`config.mk`:
```
export PLATFORM = sky130hd
export DESIGN_NAME = dual_byte_timer
export DESIGN_NICKNAME = d
export VERILOG_FILES = /design/src/verilog/timer_pkg.sv /design/src/verilog/dual_byte_timer.sv
export SDC_FILE = /design/constraint.sdc
export NUM_CORES = 1
export LEC_CHECK = 0
export BUFFER_PORTS_ARGS = -buffer_cell sky130_fd_sc_hd__buf_2
export CORE_MARGIN = 2
export CORE_UTILIZATION = 50
export CTS_CLUSTER_DIAMETER = 40
export DETAILED_ROUTE_END_ITERATION = 12
export PLACE_DENSITY = 0.73
export SYNTH_ARGS = -nofsm -noshare
export SYNTH_HDL_FRONTEND = slang
export SYNTH_SLANG_ARGS = --single-unit
```
`constraint.sdc`:
```
create_clock -name clk -period 5.15 [get_ports clk]
set_input_delay 0.2575 -clock clk [delete_from_list [all_inputs] [get_ports clk]]
set_output_delay 0.2575 -clock clk [all_outputs]
set_load 0.02 [all_outputs]
```
`src/verilog/timer_pkg.sv`:
```
// Constants for the dual byte timer/counter with capture.
// Assumes a single 125 MHz clock and word-wide AHB-Lite access.
package timer_pkg;

	// ----------------------------------------
	// Register indices (byte address = 4 x index)
	// ----------------------------------------
	localparam logic [15:0] IDX_TIMER_CONTROL   = 16'hfe10;
	localparam logic [15:0] IDX_PRESCALER_MATCH = 16'hfe11;
	localparam logic [15:0] IDX_COUNT_LOW       = 16'hfe12;
	localparam logic [15:0] IDX_COUNT_HIGH      = 16'hfe13;
	localparam logic [15:0] IDX_MATCH_DATA_LOW  = 16'hfe14;
	localparam logic [15:0] IDX_MATCH_DATA_HIGH = 16'hfe15;
	localparam logic [15:0] IDX_CAPTURE_LOW     = 16'hfe16;
	localparam logic [15:0] IDX_CAPTURE_HIGH    = 16'hfe17;

	// ----------------------------------------
	// Control register fields
	// ----------------------------------------
	localparam int unsigned BIT_HIGH_RUN           = 7;
	localparam int unsigned BIT_LOW_RUN            = 6;
	localparam int unsigned BIT_WIDE_MODE          = 5;
	localparam int unsigned BIT_LOW_EXTERNAL_CLOCK = 4;
	localparam int unsigned BIT_HIGH_MATCH_FLAG    = 3;
	localparam int unsigned BIT_HIGH_IRQ_ENABLE    = 2;
	localparam int unsigned BIT_LOW_MATCH_FLAG     = 1;
	localparam int unsigned BIT_LOW_IRQ_ENABLE     = 0;

	// ----------------------------------------
	// Reset values and fixed figures
	// ----------------------------------------
	localparam logic [7:0]  RESET_TIMER_CONTROL   = 8'h00;
	localparam logic [7:0]  RESET_PRESCALER_MATCH = 8'h00;
	localparam logic [7:0]  RESET_COUNT           = 8'h00;
	localparam logic [7:0]  RESET_MATCH_DATA      = 8'h00;
	localparam logic [7:0]  COUNT_TOP             = 8'hff;
	localparam logic [13:0] ADDR_TOP_ZERO         = 14'h0000;
	localparam logic [1:0]  HRESP_OKAY            = 2'h0;

	typedef enum logic [1:0] {
		BUS_IDLE,
		BUS_WRITE,
		BUS_READ_WAIT,
		BUS_READ_DONE
	} bus_state_type;

endpackage

```
`src/verilog/dual_byte_timer.sv`:
```
// Dual byte timer/counter with prescaler, match buffers and capture.
// Assumes an AHB-Lite master on clk and event/capture strobes that are
// already one-cycle pulses on clk.
//
// Decided for this implementation: register access over AHB-Lite.
`timescale 1ns/1ps

module dual_byte_timer
	import timer_pkg::*;
(
	// Clock and reset
	input  wire logic        clk,
	input  wire logic        rst_n,
	// AHB-Lite slave
	input  wire logic        hsel,
	input  wire logic [31:0] haddr,
	input  wire logic [1:0]  htrans,
	input  wire logic        hwrite,
	input  wire logic [2:0]  hsize,
	input  wire logic [31:0] hwdata,
	input  wire logic        hready,
	output logic      [31:0] hrdata,
	output logic             hreadyout,
	output logic      [1:0]  hresp,
	// Timer events and power state
	input  wire logic        ext_event,
	input  wire logic        capture_low_strobe,
	input  wire logic        capture_high_strobe,
	input  wire logic        hold_mode,
	// Interrupt requests
	output logic             irq_low,
	output logic             irq_high
);

	// ----------------------------------------
	// Address decode helpers
	// ----------------------------------------
	function automatic logic [15:0] word_index(input logic [31:0] addr);
		word_index = addr[17:2];
	endfunction

	function automatic logic index_mapped(input logic [31:0] addr);
		logic [15:0] idx;
		idx = addr[17:2];
		index_mapped = (addr[31:18] == ADDR_TOP_ZERO) && (addr[1:0] == 2'h0)
			&& (idx >= IDX_TIMER_CONTROL) && (idx <= IDX_CAPTURE_HIGH);
	endfunction

	// ----------------------------------------
	// State
	// ----------------------------------------
	bus_state_type state;
	bus_state_type next_state;
	logic [15:0]   addr_q;
	logic          hit_q;

	logic [7:0] timer_control;
	logic [7:0] prescaler_match;
	logic [7:0] count_low;
	logic [7:0] count_high;
	logic [7:0] match_data_low;
	logic [7:0] match_data_high;
	logic [7:0] capture_low;
	logic [7:0] capture_high;
	logic [7:0] low_buf;
	logic [7:0] high_buf;
	logic [7:0] pre_cnt;

	// ----------------------------------------
	// Bus handshake
	// ----------------------------------------
	wire take = hsel && htrans[1] && hready;
	wire wr   = (state == BUS_WRITE) && hit_q;

	wire wr_control   = wr && (addr_q == IDX_TIMER_CONTROL);
	wire wr_prescaler = wr && (addr_q == IDX_PRESCALER_MATCH);
	wire wr_data_low  = wr && (addr_q == IDX_MATCH_DATA_LOW);
	wire wr_data_high = wr && (addr_q == IDX_MATCH_DATA_HIGH);

	// Reads take one wait state so a read right after a write sees it
	assign hreadyout = (state != BUS_READ_WAIT);
	assign hresp     = HRESP_OKAY;

	always_comb begin
		next_state = state;
		unique case (state)
			BUS_IDLE, BUS_WRITE, BUS_READ_DONE: begin
				if (take) begin
					next_state = hwrite ? BUS_WRITE : BUS_READ_WAIT;
				end else begin
					next_state = BUS_IDLE;
				end
			end
			BUS_READ_WAIT: begin
				next_state = BUS_READ_DONE;
			end
		endcase
	end

	always_ff @(posedge clk or negedge rst_n) begin
		if (!rst_n) begin
			state  <= BUS_IDLE;
			addr_q <= 16'h0000;
			hit_q  <= 1'b0;
		end else begin
			state <= next_state;
			if (take) begin
				addr_q <= word_index(haddr);
				hit_q  <= index_mapped(haddr);
			end
		end
	end

	// ----------------------------------------
	// Read mux
	// ----------------------------------------
	logic [7:0] read_byte;
	always_comb begin
		unique case (addr_q)
			IDX_TIMER_CONTROL:   read_byte = timer_control;
			IDX_PRESCALER_MATCH: read_byte = prescaler_match;
			IDX_COUNT_LOW:       read_byte = count_low;
			IDX_COUNT_HIGH:      read_byte = count_high;
			IDX_MATCH_DATA_LOW:  read_byte = match_data_low;
			IDX_MATCH_DATA_HIGH: read_byte = match_data_high;
			IDX_CAPTURE_LOW:     read_byte = capture_low;
			IDX_CAPTURE_HIGH:    read_byte = capture_high;
			default:             read_byte = 8'h00;
		endcase
	end

	always_ff @(posedge clk or negedge rst_n) begin
		if (!rst_n) begin
			hrdata <= 32'h0000_0000;
		end else if (state == BUS_READ_WAIT) begin
			hrdata <= hit_q ? {24'h00_0000, read_byte} : 32'h0000_0000;
		end
	end

	// ----------------------------------------
	// Control fields
	// ----------------------------------------
	wire high_run           = timer_control[BIT_HIGH_RUN];
	wire low_run            = timer_control[BIT_LOW_RUN];
	wire wide_mode          = timer_control[BIT_WIDE_MODE];
	wire low_external_clock = timer_control[BIT_LOW_EXTERNAL_CLOCK];
	wire high_match_flag    = timer_control[BIT_HIGH_MATCH_FLAG];
	wire high_irq_enable    = timer_control[BIT_HIGH_IRQ_ENABLE];
	wire low_match_flag     = timer_control[BIT_LOW_MATCH_FLAG];
	wire low_irq_enable     = timer_control[BIT_LOW_IRQ_ENABLE];

	assign irq_high = high_irq_enable && high_match_flag;
	assign irq_low  = low_irq_enable && low_match_flag;

	// ----------------------------------------
	// Prescaler
	// ----------------------------------------
	wire pre_match = !hold_mode && (pre_cnt == prescaler_match);

	wire [7:0] next_pre_cnt = wr_prescaler ? RESET_COUNT
		: hold_mode ? pre_cnt
		: pre_match ? RESET_COUNT
		: 8'(pre_cnt + 8'h01);

	// ----------------------------------------
	// Counter halves
	// ----------------------------------------
	// Event strobes are counted directly, one per high cycle
	wire low_tick   = low_external_clock ? ext_event : pre_match;
	wire low_equal  = (count_low == low_buf);
	wire high_equal = (count_high == high_buf);

	wire wide_match = wide_mode && low_run && low_tick && low_equal && high_equal;
	wire low_match  = wide_mode ? wide_match : (low_run && low_tick && low_equal);
	wire high_tick  = wide_mode ? (low_tick && (count_low == COUNT_TOP)) : pre_match;
	wire high_match = wide_mode ? wide_match : (high_run && pre_match && high_equal);

	wire [7:0] next_count_low = (!low_run || low_match) ? RESET_COUNT
		: low_tick ? 8'(count_low + 8'h01)
		: count_low;
	wire [7:0] next_count_high = (!high_run || high_match) ? RESET_COUNT
		: high_tick ? 8'(count_high + 8'h01)
		: count_high;

	// Buffer lags the data register by one cycle while stopped
	wire [7:0] next_low_buf  = (!low_run || low_match) ? match_data_low : low_buf;
	wire [7:0] next_high_buf = (!high_run || high_match) ? match_data_high : high_buf;

	// Flags: a match in the same cycle as a software clear wins
	logic [7:0] next_control;
	always_comb begin
		next_control = wr_control ? hwdata[7:0] : timer_control;
		if (high_match) begin
			next_control[BIT_HIGH_MATCH_FLAG] = 1'b1;
		end
		if (low_match) begin
			next_control[BIT_LOW_MATCH_FLAG] = 1'b1;
		end
	end

	always_ff @(posedge clk or negedge rst_n) begin
		if (!rst_n) begin
			timer_control   <= RESET_TIMER_CONTROL;
			prescaler_match <= RESET_PRESCALER_MATCH;
			match_data_low  <= RESET_MATCH_DATA;
			match_data_high <= RESET_MATCH_DATA;
			pre_cnt         <= RESET_COUNT;
			count_low       <= RESET_COUNT;
			count_high      <= RESET_COUNT;
			low_buf         <= RESET_MATCH_DATA;
			high_buf        <= RESET_MATCH_DATA;
		end else begin
			timer_control <= next_control;
			if (wr_prescaler) begin
				prescaler_match <= hwdata[7:0];
			end
			if (wr_data_low) begin
				match_data_low <= hwdata[7:0];
			end
			if (wr_data_high) begin
				match_data_high <= hwdata[7:0];
			end
			pre_cnt    <= next_pre_cnt;
			count_low  <= next_count_low;
			count_high <= next_count_high;
			low_buf    <= next_low_buf;
			high_buf   <= next_high_buf;
		end
	end

	// ----------------------------------------
	// Capture
	// ----------------------------------------
	// In wide mode both bytes are taken together on the high strobe
	wire take_low_capture = wide_mode ? capture_high_strobe : capture_low_strobe;

	// No reset: contents are undefined until the first strobe
	always_ff @(posedge clk) begin
		if (take_low_capture) begin
			capture_low <= count_low;
		end
		if (capture_high_strobe) begin
			capture_high <= count_high;
		end
	end
endmodule // dual_byte_timer

```
; After elaboration in Yosys (flattened, before gate mapping)
; Index checks and enable logic that the tools add are counted.
[word_totals]
reg_bits = 139
latchBits = 0
n_memories = 0
mem_bits_ro = 0
elab_cells = 94
ram_bits = 0
[classes]
eq_ne = 17
mul = 0
div = 0
shift = 0
n_addsub = 3
n_lt_le_gt_ge = 2
n_reduce_logical = 35
n_mux = 20
bitwise = 0
[ops]
columns = operator, count
row1 = $eq A16 B16 Y1 const B, 8
row2 = $mux W8, 8
row3 = $pmux W8 S8, 1
row4 = $add A8 B1 Y8 const B, 3
row5 = $eq A8 B8 Y1, 3
row6 = $logic_and A1 B1 Y1, 22
row7 = $ge A16 B16 Y1 const B, 1
row8 = $le A16 B16 Y1 const B, 1
row9 = $logic_not A14 Y1, 1
row10 = $eq A8 B8 Y1 const B, 1
row11 = $reduce_bool A2 Y1, 4
row12 = $mux W1, 7
row13 = $eq A2 B2 Y1 const B, 2
row14 = $logic_not A2 Y1, 2
row15 = $mux W2, 2
row16 = $mux W4, 1
row17 = $pmux W2 S2, 1
row18 = $logic_not A1 Y1, 3
row19 = $reduce_or A3 Y1, 1
row20 = $eq A2 B1 Y1 const B, 1
row21 = $logic_or A1 B1 Y1, 2
row22 = $ne A2 B1 Y1 const B, 1
row23 = $ne A2 B2 Y1 const B, 1

; Depth between registers and ports, before layout
; Gate-level depths: netlist (run 1).
[depth]
word_depth = 9
mapped_depth = 8

; Worst setup path after synthesis (run 1)
; OpenSTA, ideal clock, no wires.
[synth_path]
kind = reg-to-reg
from = register pre_cnt[5]
to = register high_buf[5]
path_stages_with_launch = 9
synth_period_minus_slack_ns = 2.560
path_buffers = 2
setup_slack_ns = 2.590
t_arrival_ns = 2.436
setup_ns = 0.125
path_cell_list = dfrtp_1 > xnor2_1 > nand4_1 > or3_1 > clkbuf_1 > o21a_1 > o41ai_4 > buf_6 > mux2_2
[synth_between]
elab_chain_cells = 8
word_cells_on_any_way = 10
cone_classes = eq/ne (1) / mux (2) / reduce/logical (7)
[synth_rtl]
columns = item, line
row1 = start: declaration, dual_byte_timer.sv:67  ; logic [7:0] pre_cnt;
row2 = start signal: assignment, dual_byte_timer.sv:223  ; pre_cnt <= next_pre_cnt;
row3 = $eq A8 B8 Y1 *, dual_byte_timer.sv:158  ; wire pre_match = !hold_mode && (pre_cnt == prescaler_match);
row4 = $logic_and A1 B1 Y1 *, dual_byte_timer.sv:158
row5 = $mux W1, dual_byte_timer.sv:169  ; wire low_tick = low_external_clock ? ext_event : pre_match;
row6 = $logic_and A1 B1 Y1 (3 in series), dual_byte_timer.sv:173  ; wire wide_match = wide_mode && low_run && low_tick && low_equal && high_equal;
row7 = $mux W1 *, dual_byte_timer.sv:176  ; wire high_match = wide_mode ? wide_match : (high_run && pre_match && high_equal);
row8 = $logic_or A1 B1 Y1 *, dual_byte_timer.sv:187  ; wire [7:0] next_high_buf = (!high_run || high_match) ? match_data_high : high_buf;
row9 = end signal: assignment, dual_byte_timer.sv:227  ; high_buf <= next_high_buf;
row10 = end: declaration, dual_byte_timer.sv:66  ; logic [7:0] high_buf;
; Mark *: on every way between the ends. The rest lies on a longest branch, timed or not.
; A chain may end at the register's enable or synchronous reset.

; Worst setup path after layout (run 1)
[layout_path]
from = register pre_cnt[5]
to = register low_buf[0]
[layout_between]
elab_chain_cells = 8
word_cells_on_any_way = 10
cone_classes = eq/ne (1) / mux (2) / reduce/logical (7)
[layout_rtl]
columns = item, line
row1 = $eq A8 B8 Y1 *, dual_byte_timer.sv:158
row2 = $logic_and A1 B1 Y1 *, dual_byte_timer.sv:158
row3 = $mux W1 *, dual_byte_timer.sv:169
row4 = $logic_and A1 B1 Y1 (3 in series), dual_byte_timer.sv:173
row5 = $mux W1 *, dual_byte_timer.sv:174  ; wire low_match = wide_mode ? wide_match : (low_run && low_tick && low_equal);
row6 = $logic_or A1 B1 Y1 *, dual_byte_timer.sv:186  ; wire [7:0] next_low_buf = (!low_run || low_match) ? match_data_low : low_buf;
row7 = end signal: assignment, dual_byte_timer.sv:226  ; low_buf <= next_low_buf;
row8 = end: declaration, dual_byte_timer.sv:65  ; logic [7:0] low_buf;
; Marks and branches as above.

==> summary.txt, run 1 <==
Run status
  • Status: finished, final reports clean

Floorplan
  • Initial core utilization: 51.0%
  • DIE AREA: 0.0125 mm^2
  • I/O pins: 115
  • Core area: 0.0114 mm^2
  • Die Y: 112 um
  • Row cnt: 39
  • Die W: 112 um

Routing
  • Via/cell ratio: 5.53
  • Drt drc: 0
  • ANT nets after route: 0
  • Drt total wl: 12200 um
  • DR WL/cell: 17.7 um
  • 1st-iter DRT viols: 174
  • Vias post-DR: 3809
  • First-pass detailed-route iteration total: 4

GRT
  • Largest net degree at the start of global routing: 60
  • Vias in the first global route: 3822
  • All-Layer GR Usage: 20.5%
  • Total grt overflow: 0
  • Antenna violations before repair: 0
  • First-pass GRT wire length: 19800 um

Place
  • RePlAce Congestion: 0.845
  • Inst Count DP: 656
  • Placement Cell Area: 0.00608 mm^2
  • Port Buf Inserts: 60
  • Detail Placement HPWL: 8660 um

Yosys
  • Ys Warns: 0
  • Seq/Total Area, Yosys: 51.0%
  • Synth unique cells: 51
  • Number of synthesized register bits: 115
  • Post-synth EDFFs: 16
  • Synth area leader: dfrtp_1
  • Avg Cell Area, Syn: 12.2 um^2
  • Mapped Area: 0.00579 mm^2
  • Top cells by area, synth: dfrtp_1 43%, mux2_2 13%, edfxtp_1 8.3%
  • Gate Count Post-Synth: 474
  • Synth top area share: 42.8%
  • Ys async rst share: 86.1%
  • Main flop type after synthesis: dfrtp_1

Run
  • Maxcap violations: 0

Layout
  • Register area: 0.00296 mm^2
  • Final Cell Area: 0.00668 mm^2
  • Largest reg by FF count: addr_q
  • Final design utilization: 58.7%
  • Multi-input gate area: 0.00261 mm^2
  • Nets: 614
  • Max FFs per register: 16
  • Share of cells above drive strength 1: 31.9%
  • Fill cell count: 915
  • Antenna Cells: 0
  • P&R area growth vs syn: 15.2%
  • Final cell count without fillers: 689

Worst setup path
  • Worst-path fanout max: 16
  • Class of the most critical setup path: reg -> reg
  • CP startpoint kind: register
  • Worst setup EP type: register
  • CP required: 5.44 ns
  • RR Endpoint: low_buf[0]
  • Reg2Reg Depth: 6
  • Worst flop-to-flop path startpoint: pre_cnt[5]
  • FF-to-FF setup slack: 2.05 ns
  • Worst path arrival time: 3.38 ns

Timing
  • Setup TNS Final: 0 ns
  • Slew HR: 28.2%
  • Final cycle utilization of the critical path: 60.1%
  • Hold Vio Cnt, Final: 0
  • Max frequency: 0.323 GHz
  • Unrepaired setup endpoints after global routing: no
  • Final setup fails: 0
  • Clock skew: 0.00716 ns
  • Worst Tran Pin Value: 1.08 ns
  • Max Slew Vio Count: 0
  • Min cycle time layout: 3.10 ns

Clock tree
  • Root Driver: clkbuf_16
  • Resized cells post-CTS: 0
  • Clock Path Buffers: 2
  • CTS buffer count: 17
  • Clock transition at path regs: 0.05 ns
  • CTS H-tree depth: 4
  • CTS tree: yes
  • Clk sink count: 115
  • Setup Fix Bufs, Post-CTS: 0
  • Clock Latency Late Sink: 0.41 ns

Power and ir drop
  • Maximum vdd drop: 0.000202 V
  • Leakage power: 3.06 nW
  • Power Dens Cells: 371 mW/mm^2

Min path
  • Worst Hold Class: in -> reg
  • Hold worst-path end: state[1]
  • Hold Path Depth: 2
  • Hold Startpoint: hwrite
-- routing by layer --
metal | up-vias | global-route usage, % | share of wire (%)
li1 | 1794 | - | -
met1 | 1897 | 27.3 | 44
met2 | 100 | 32.2 | 49
met3 | 18 | 5.50 | 5.1
met4 | 0 | 8.48 | 1.6
met5 | - | 0 | 0
-- logic make-up (layout without fill, tap and decap cells) --
family,count (synthesis),count (layout),synth area share [%]
AND/OR/NAND/NOR,118,118,11.5
flip-flops,115,115,51.0
multiplexers,97,97,18.9
buffers and inverters,52,99,5.53
AO/OA/AOI/OAI,45,45,5.85
XOR/XNOR,43,43,6.50
adder cells (fa/ha/maj),3,3,0.648
other,1,26,0.0647
-- synth_stat cells, types with 2 or more instances --
cell	n
nor2b_1	2
or4b_4	2
o31a_1	3
a21oi_1	13
mux2_4	6
nor2_1	23
xor2_1	16
nand4b_1	2
buf_1	2
inv_1	5
nor4_1	4
clkbuf_1	12
nand2b_1	3
nor3_1	11
nand4_1	14
mux2_2	65
dfrtp_1	99
nand3_1	9
o221ai_1	7
buf_6	3
buf_4	26
or3b_2	2
and2_1	5
a22o_1	8
ha_1	3
or4_1	4
nor4b_1	4
and3_1	3
edfxtp_1	16
nand2_1	21
o21ai_0	7
or2_2	2
mux2i_1	25
buf_2	4
xnor2_1	27
-- layout make-up --
class	instances	area share (%)
Clock buffer	23	7.31
Timing Repair Buffer	62	4.80
Sequential cell	115	44.3
Multi-Input combinational cell	332	39.1
Inverter	5	0.281
Clock inverter	9	1.56
Tap cell	143	2.68
-- critical path, cell delays in order, from the launching register on --
cell	delay, ns
dfrtp_1	0.44
xnor2_1	0.21
nand4_1	0.19
o41ai_2	0.90
nand3b_1	0.29
nand2_1	0.54
mux2_2	0.41
-- through the flow --
stage	setup WS [ns]	hold WS (ns)	power [mW]
final	2.05	0.0549	2.48
after floorplan	2.59	-0.0381	1.26
after global routing	1.83	0.0699	2.57
after detailed placement	2.12	0.255	1.33
after CTS	2.05	0.0412	2.49
after global placement	2.19	0.252	1.32
-- cell usage in the layout (no fill, tap or decap), drive strengths merged, types with 7 or more instances in the layout --
cell type	Yosys	routed
nor3	12	12
xnor2	27	27
nand4	14	14
o221ai	7	7
xor2	16	16
a22o	8	8
edfxtp	16	16
a21oi	13	13
conb	1	26
o21ai	7	7
dfrtp	99	99
mux2	71	71
buf	35	61
clkbuf	12	23
nand3	9	9
nand2	21	21
mux2i	25	25
nor2	23	23
-- timing repair --
action	4_1_cts	5_1_grt
endpoints found under the hold margin	40	0
hold buffers	1	0
setup endpoints to repair	0	0
-- worst max path at each step --
stage                     from  slack, ns     endpoint  cells after the start
finish              pre_cnt[5]       2.05   low_buf[0]                      6
global route        pre_cnt[5]       1.83   low_buf[2]                      6
CTS                 pre_cnt[5]       2.05   low_buf[0]                      6
detailed placement  pre_cnt[3]       2.12   low_buf[2]                      6
global placement    pre_cnt[2]       2.19   low_buf[4]                      6
floorplan           pre_cnt[5]       2.59  high_buf[5]                      8
-- power breakdown --
group / internal [mW] / switching [mW] / leakage [nW]
Combinational: 0.126 / 0.130 / 1.31
Clock: 0.760 / 0.398 / 0.289
Sequential: 0.981 / 0.0845 / 1.46
Total: 1.87 / 0.612 / 3.06
Power figures use the tool's default switching activity.
==> run 2: changes to the inputs <==
==> constraint.sdc (replaced) <==
create_clock -name clk -period 3.2 [get_ports clk]
set_input_delay 0.16 -clock clk [delete_from_list [all_inputs] [get_ports clk]]
set_output_delay 0.16 -clock clk [all_outputs]
set_load 0.02 [all_outputs]
==> summary.txt, run 2 (synthesis gave the netlist of run 1 again) <==
Clock tree
  • CTS H-tree depth: 4 (unchanged)
  • Clock Latency Late Sink: 0.41 ns (about the same)
  • CTS buffer count: 17 (unchanged)
  • Clock transition at path regs: 0.05 ns (about the same)
  • Clock Path Buffers: 2 (unchanged)
  • CTS tree: yes
  • Resized cells post-CTS: 0 (unchanged)
  • Clk sink count: 115 (unchanged)
  • Root Driver: clkbuf_16

GRT
  • All-Layer GR Usage: 22.2% (+1.6 points)
  • First-pass GRT wire length: 21400 um (+8.2%)
  • Antenna violations before repair: 0 (unchanged)
  • Vias in the first global route: 3950 (+3.3%)
  • Total grt overflow: 0 (unchanged)
  • Largest net degree at the start of global routing: 53 (-12%)

Min path
  • Hold worst-path end: addr_q[11]
  • Hold Path Depth: 2 (unchanged)
  • Hold Startpoint: haddr[13]
  • Worst Hold Class: in -> reg

Place
  • Pre-CTS WS: 0.377 ns (-1.74 ns)
  • Inst Count DP: 664 (+1.2%)
  • Detail Placement HPWL: 8960 um (+3.5%)
  • Placement Cell Area: 0.00614 mm^2 (+0.99%)
  • Port Buf Inserts: 60 (unchanged)
  • RePlAce Congestion: 0.828 (-2.0%)

Worst setup path
  • Cells along the critical path: xnor2_1 -> nand4_1 -> or3_1 -> o21a_1 -> o41ai_4 -> mux2_2
  • Worst-path fanout max: 9 (-7)
  • FF-to-FF setup slack: 0.33 ns (-1.72 ns)
  • CP required: 3.48 ns (-1.96 ns)
  • Crit-path max cell delay: 0.68 ns (-0.22 ns)
  • Worst flop-to-flop path startpoint: pre_cnt[2]
  • Class of the most critical setup path: reg -> reg
  • CP startpoint kind: register
  • Worst setup EP type: register
  • Reg2Reg Depth: 6 (unchanged)
  • RR Endpoint: high_buf[5]
  • Crit path max-delay cell type: o41ai_4
  • Worst path arrival time: 3.15 ns (-0.23 ns)

Layout
  • Final cell count without fillers: 712 (+3.3%)
  • Share of cells above drive strength 1: 32.0% (+0.12 points)
  • Final design utilization: 60.5% (+1.8 points)
  • Commonest non-fill, non-tap cell in the layout: dfrtp_1
  • Max FFs per register: 16 (unchanged)
  • Most frequent cells in the layout: 99 x dfrtp_1, 65 x mux2_2, 59 x buf_2, 27 x xnor2_1, 26 x conb_1
  • Fill cell count: 903 (-1.3%)
  • Largest reg by FF count: addr_q
  • Final Cell Area: 0.00688 mm^2 (+3.1%)
  • P&R area growth vs syn: 18.8%
  • Antenna Cells: 0 (unchanged)
  • Nets: 637 (+3.7%)

Timing
  • Min cycle time layout: 2.87 ns (-0.230 ns)
  • Hold Slack: 0.0344 ns (-0.0205 ns)
  • Hold Vio Cnt, Final: 0 (unchanged)
  • Clock skew: 0.0112 ns (+0.00407 ns)
  • Final cycle utilization of the critical path: 89.5% (+29 points)
  • Max frequency: 0.349 GHz (+8.0%)
  • Final WS setup: 0.335 ns (-1.72 ns)
  • Unrepaired setup endpoints after global routing: no
  • Slew HR: 43.1% (+15 points)
  • Setup TNS Final: 0 ns (unchanged)
  • Max Slew Vio Count: 0 (unchanged)
  • Worst Tran Pin Value: 0.851 ns (-0.226 ns)
  • Final setup fails: 0 (unchanged)

Routing
  • First-pass detailed-route iteration total: 4 (unchanged)
  • DR WL/cell: 17.9 um (+1.3%)
  • Vias post-DR: 3924 (+3.0%)
  • Drt total wl: 12800 um (+4.6%)
  • Via/cell ratio: 5.51 (-0.31%)
  • Drt drc: 0 (unchanged)
  • 1st-iter DRT viols: 184 (+5.7%)
  • ANT nets after route: 0 (unchanged)

Floorplan
  • Core area: 0.0114 mm^2 (unchanged)
  • Die W: 112 um (unchanged)
  • Row cnt: 39 (unchanged)
  • Die Y: 112 um (unchanged)
  • DIE AREA: 0.0125 mm^2 (unchanged)
  • I/O pins: 115 (unchanged)
  • Initial core utilization: 51.0% (unchanged)

Power and ir drop
  • Total power: 3.98 mW (+61%)
  • Power Dens Cells: 578 mW/mm^2 (+56%)
  • Maximum vdd drop: 0.000380 V (+88%)
  • Leakage power: 3.17 nW (+3.3%)

Run status
  • Status: finished, final reports clean

Run
  • Maxcap violations: 0 (unchanged)
## run 2: cell types whose count changed in the layout (fill, tap and decap cells not counted), sizes merged
cell	delta
clkbuf	+1
buf	+8
bufinv	-1
dlygate4sd3	+15
## run 2: how the worst max path moves through the flow
| stage | start | to | slack, ns | cells after the start |
|---|---|---|---|---|
| after detailed placement | pre_cnt[2] | high_buf[1] | 0.38 | 6 |
| after global routing | pre_cnt[2] | high_buf[4] | 0.18 | 6 |
| after floorplan | pre_cnt[5] | high_buf[5] | 0.64 | 8 |
| final | pre_cnt[2] | high_buf[5] | 0.33 | 6 |
| after CTS | pre_cnt[2] | high_buf[5] | 0.33 | 6 |
| after global placement | pre_cnt[2] | high_buf[0] | 0.49 | 6 |
## run 2: power by group
part / leakage [nW] / switching, mW / total, mW / internal [mW]
registers: 1.46 / 0.114 / 1.69 / 1.58
clock network: 0.287 / 0.638 / 1.83 / 1.19
logic: 1.42 / 0.237 / 0.457 / 0.220
total: 3.17 / 0.989 / 3.98 / 2.99
## run 2: worst max-delay path, delay by kind of cell, from the launching register on
| kind | cells | cell delay (ns) |
|---|---|---|
| DFF | 1 | 0.44 |
| AOI/OAI and AO/OA | 2 | 0.95 |
| xor gates and xnor gates | 1 | 0.22 |
| and+or+nand+nor | 2 | 0.72 |
| muxes | 1 | 0.41 |
## run 2: repair_timing
| item | CTS | global route |
|---|---|---|
| hold buffers | 16 | 0 |
| setup buffers | 0 | 0 |
| hold endpoints to repair | 65 | 0 |
## run 2: routing by layer
layer	vias to the layer above	GRT usage, %	part of all wire [%]
met5	-	0	0
met1	1965	29.5	44
met2	108	35.7	50
met3	23	5.33	4.2
li1	1828	-	-
met4	0	8.07	1.7
## run 2: area by class of cell
cell class	instances	area, um^2	share of cell area, %
Sequential cell	115	2960	43.0
Multi-Input combinational cell	332	2610	37.9
Timing Repair Buffer	85	531	7.71
Clock buffer	24	513	7.45
Tap cell	143	179	2.60
Clock inverter	8	73.8	1.07
Inverter	5	18.8	0.273
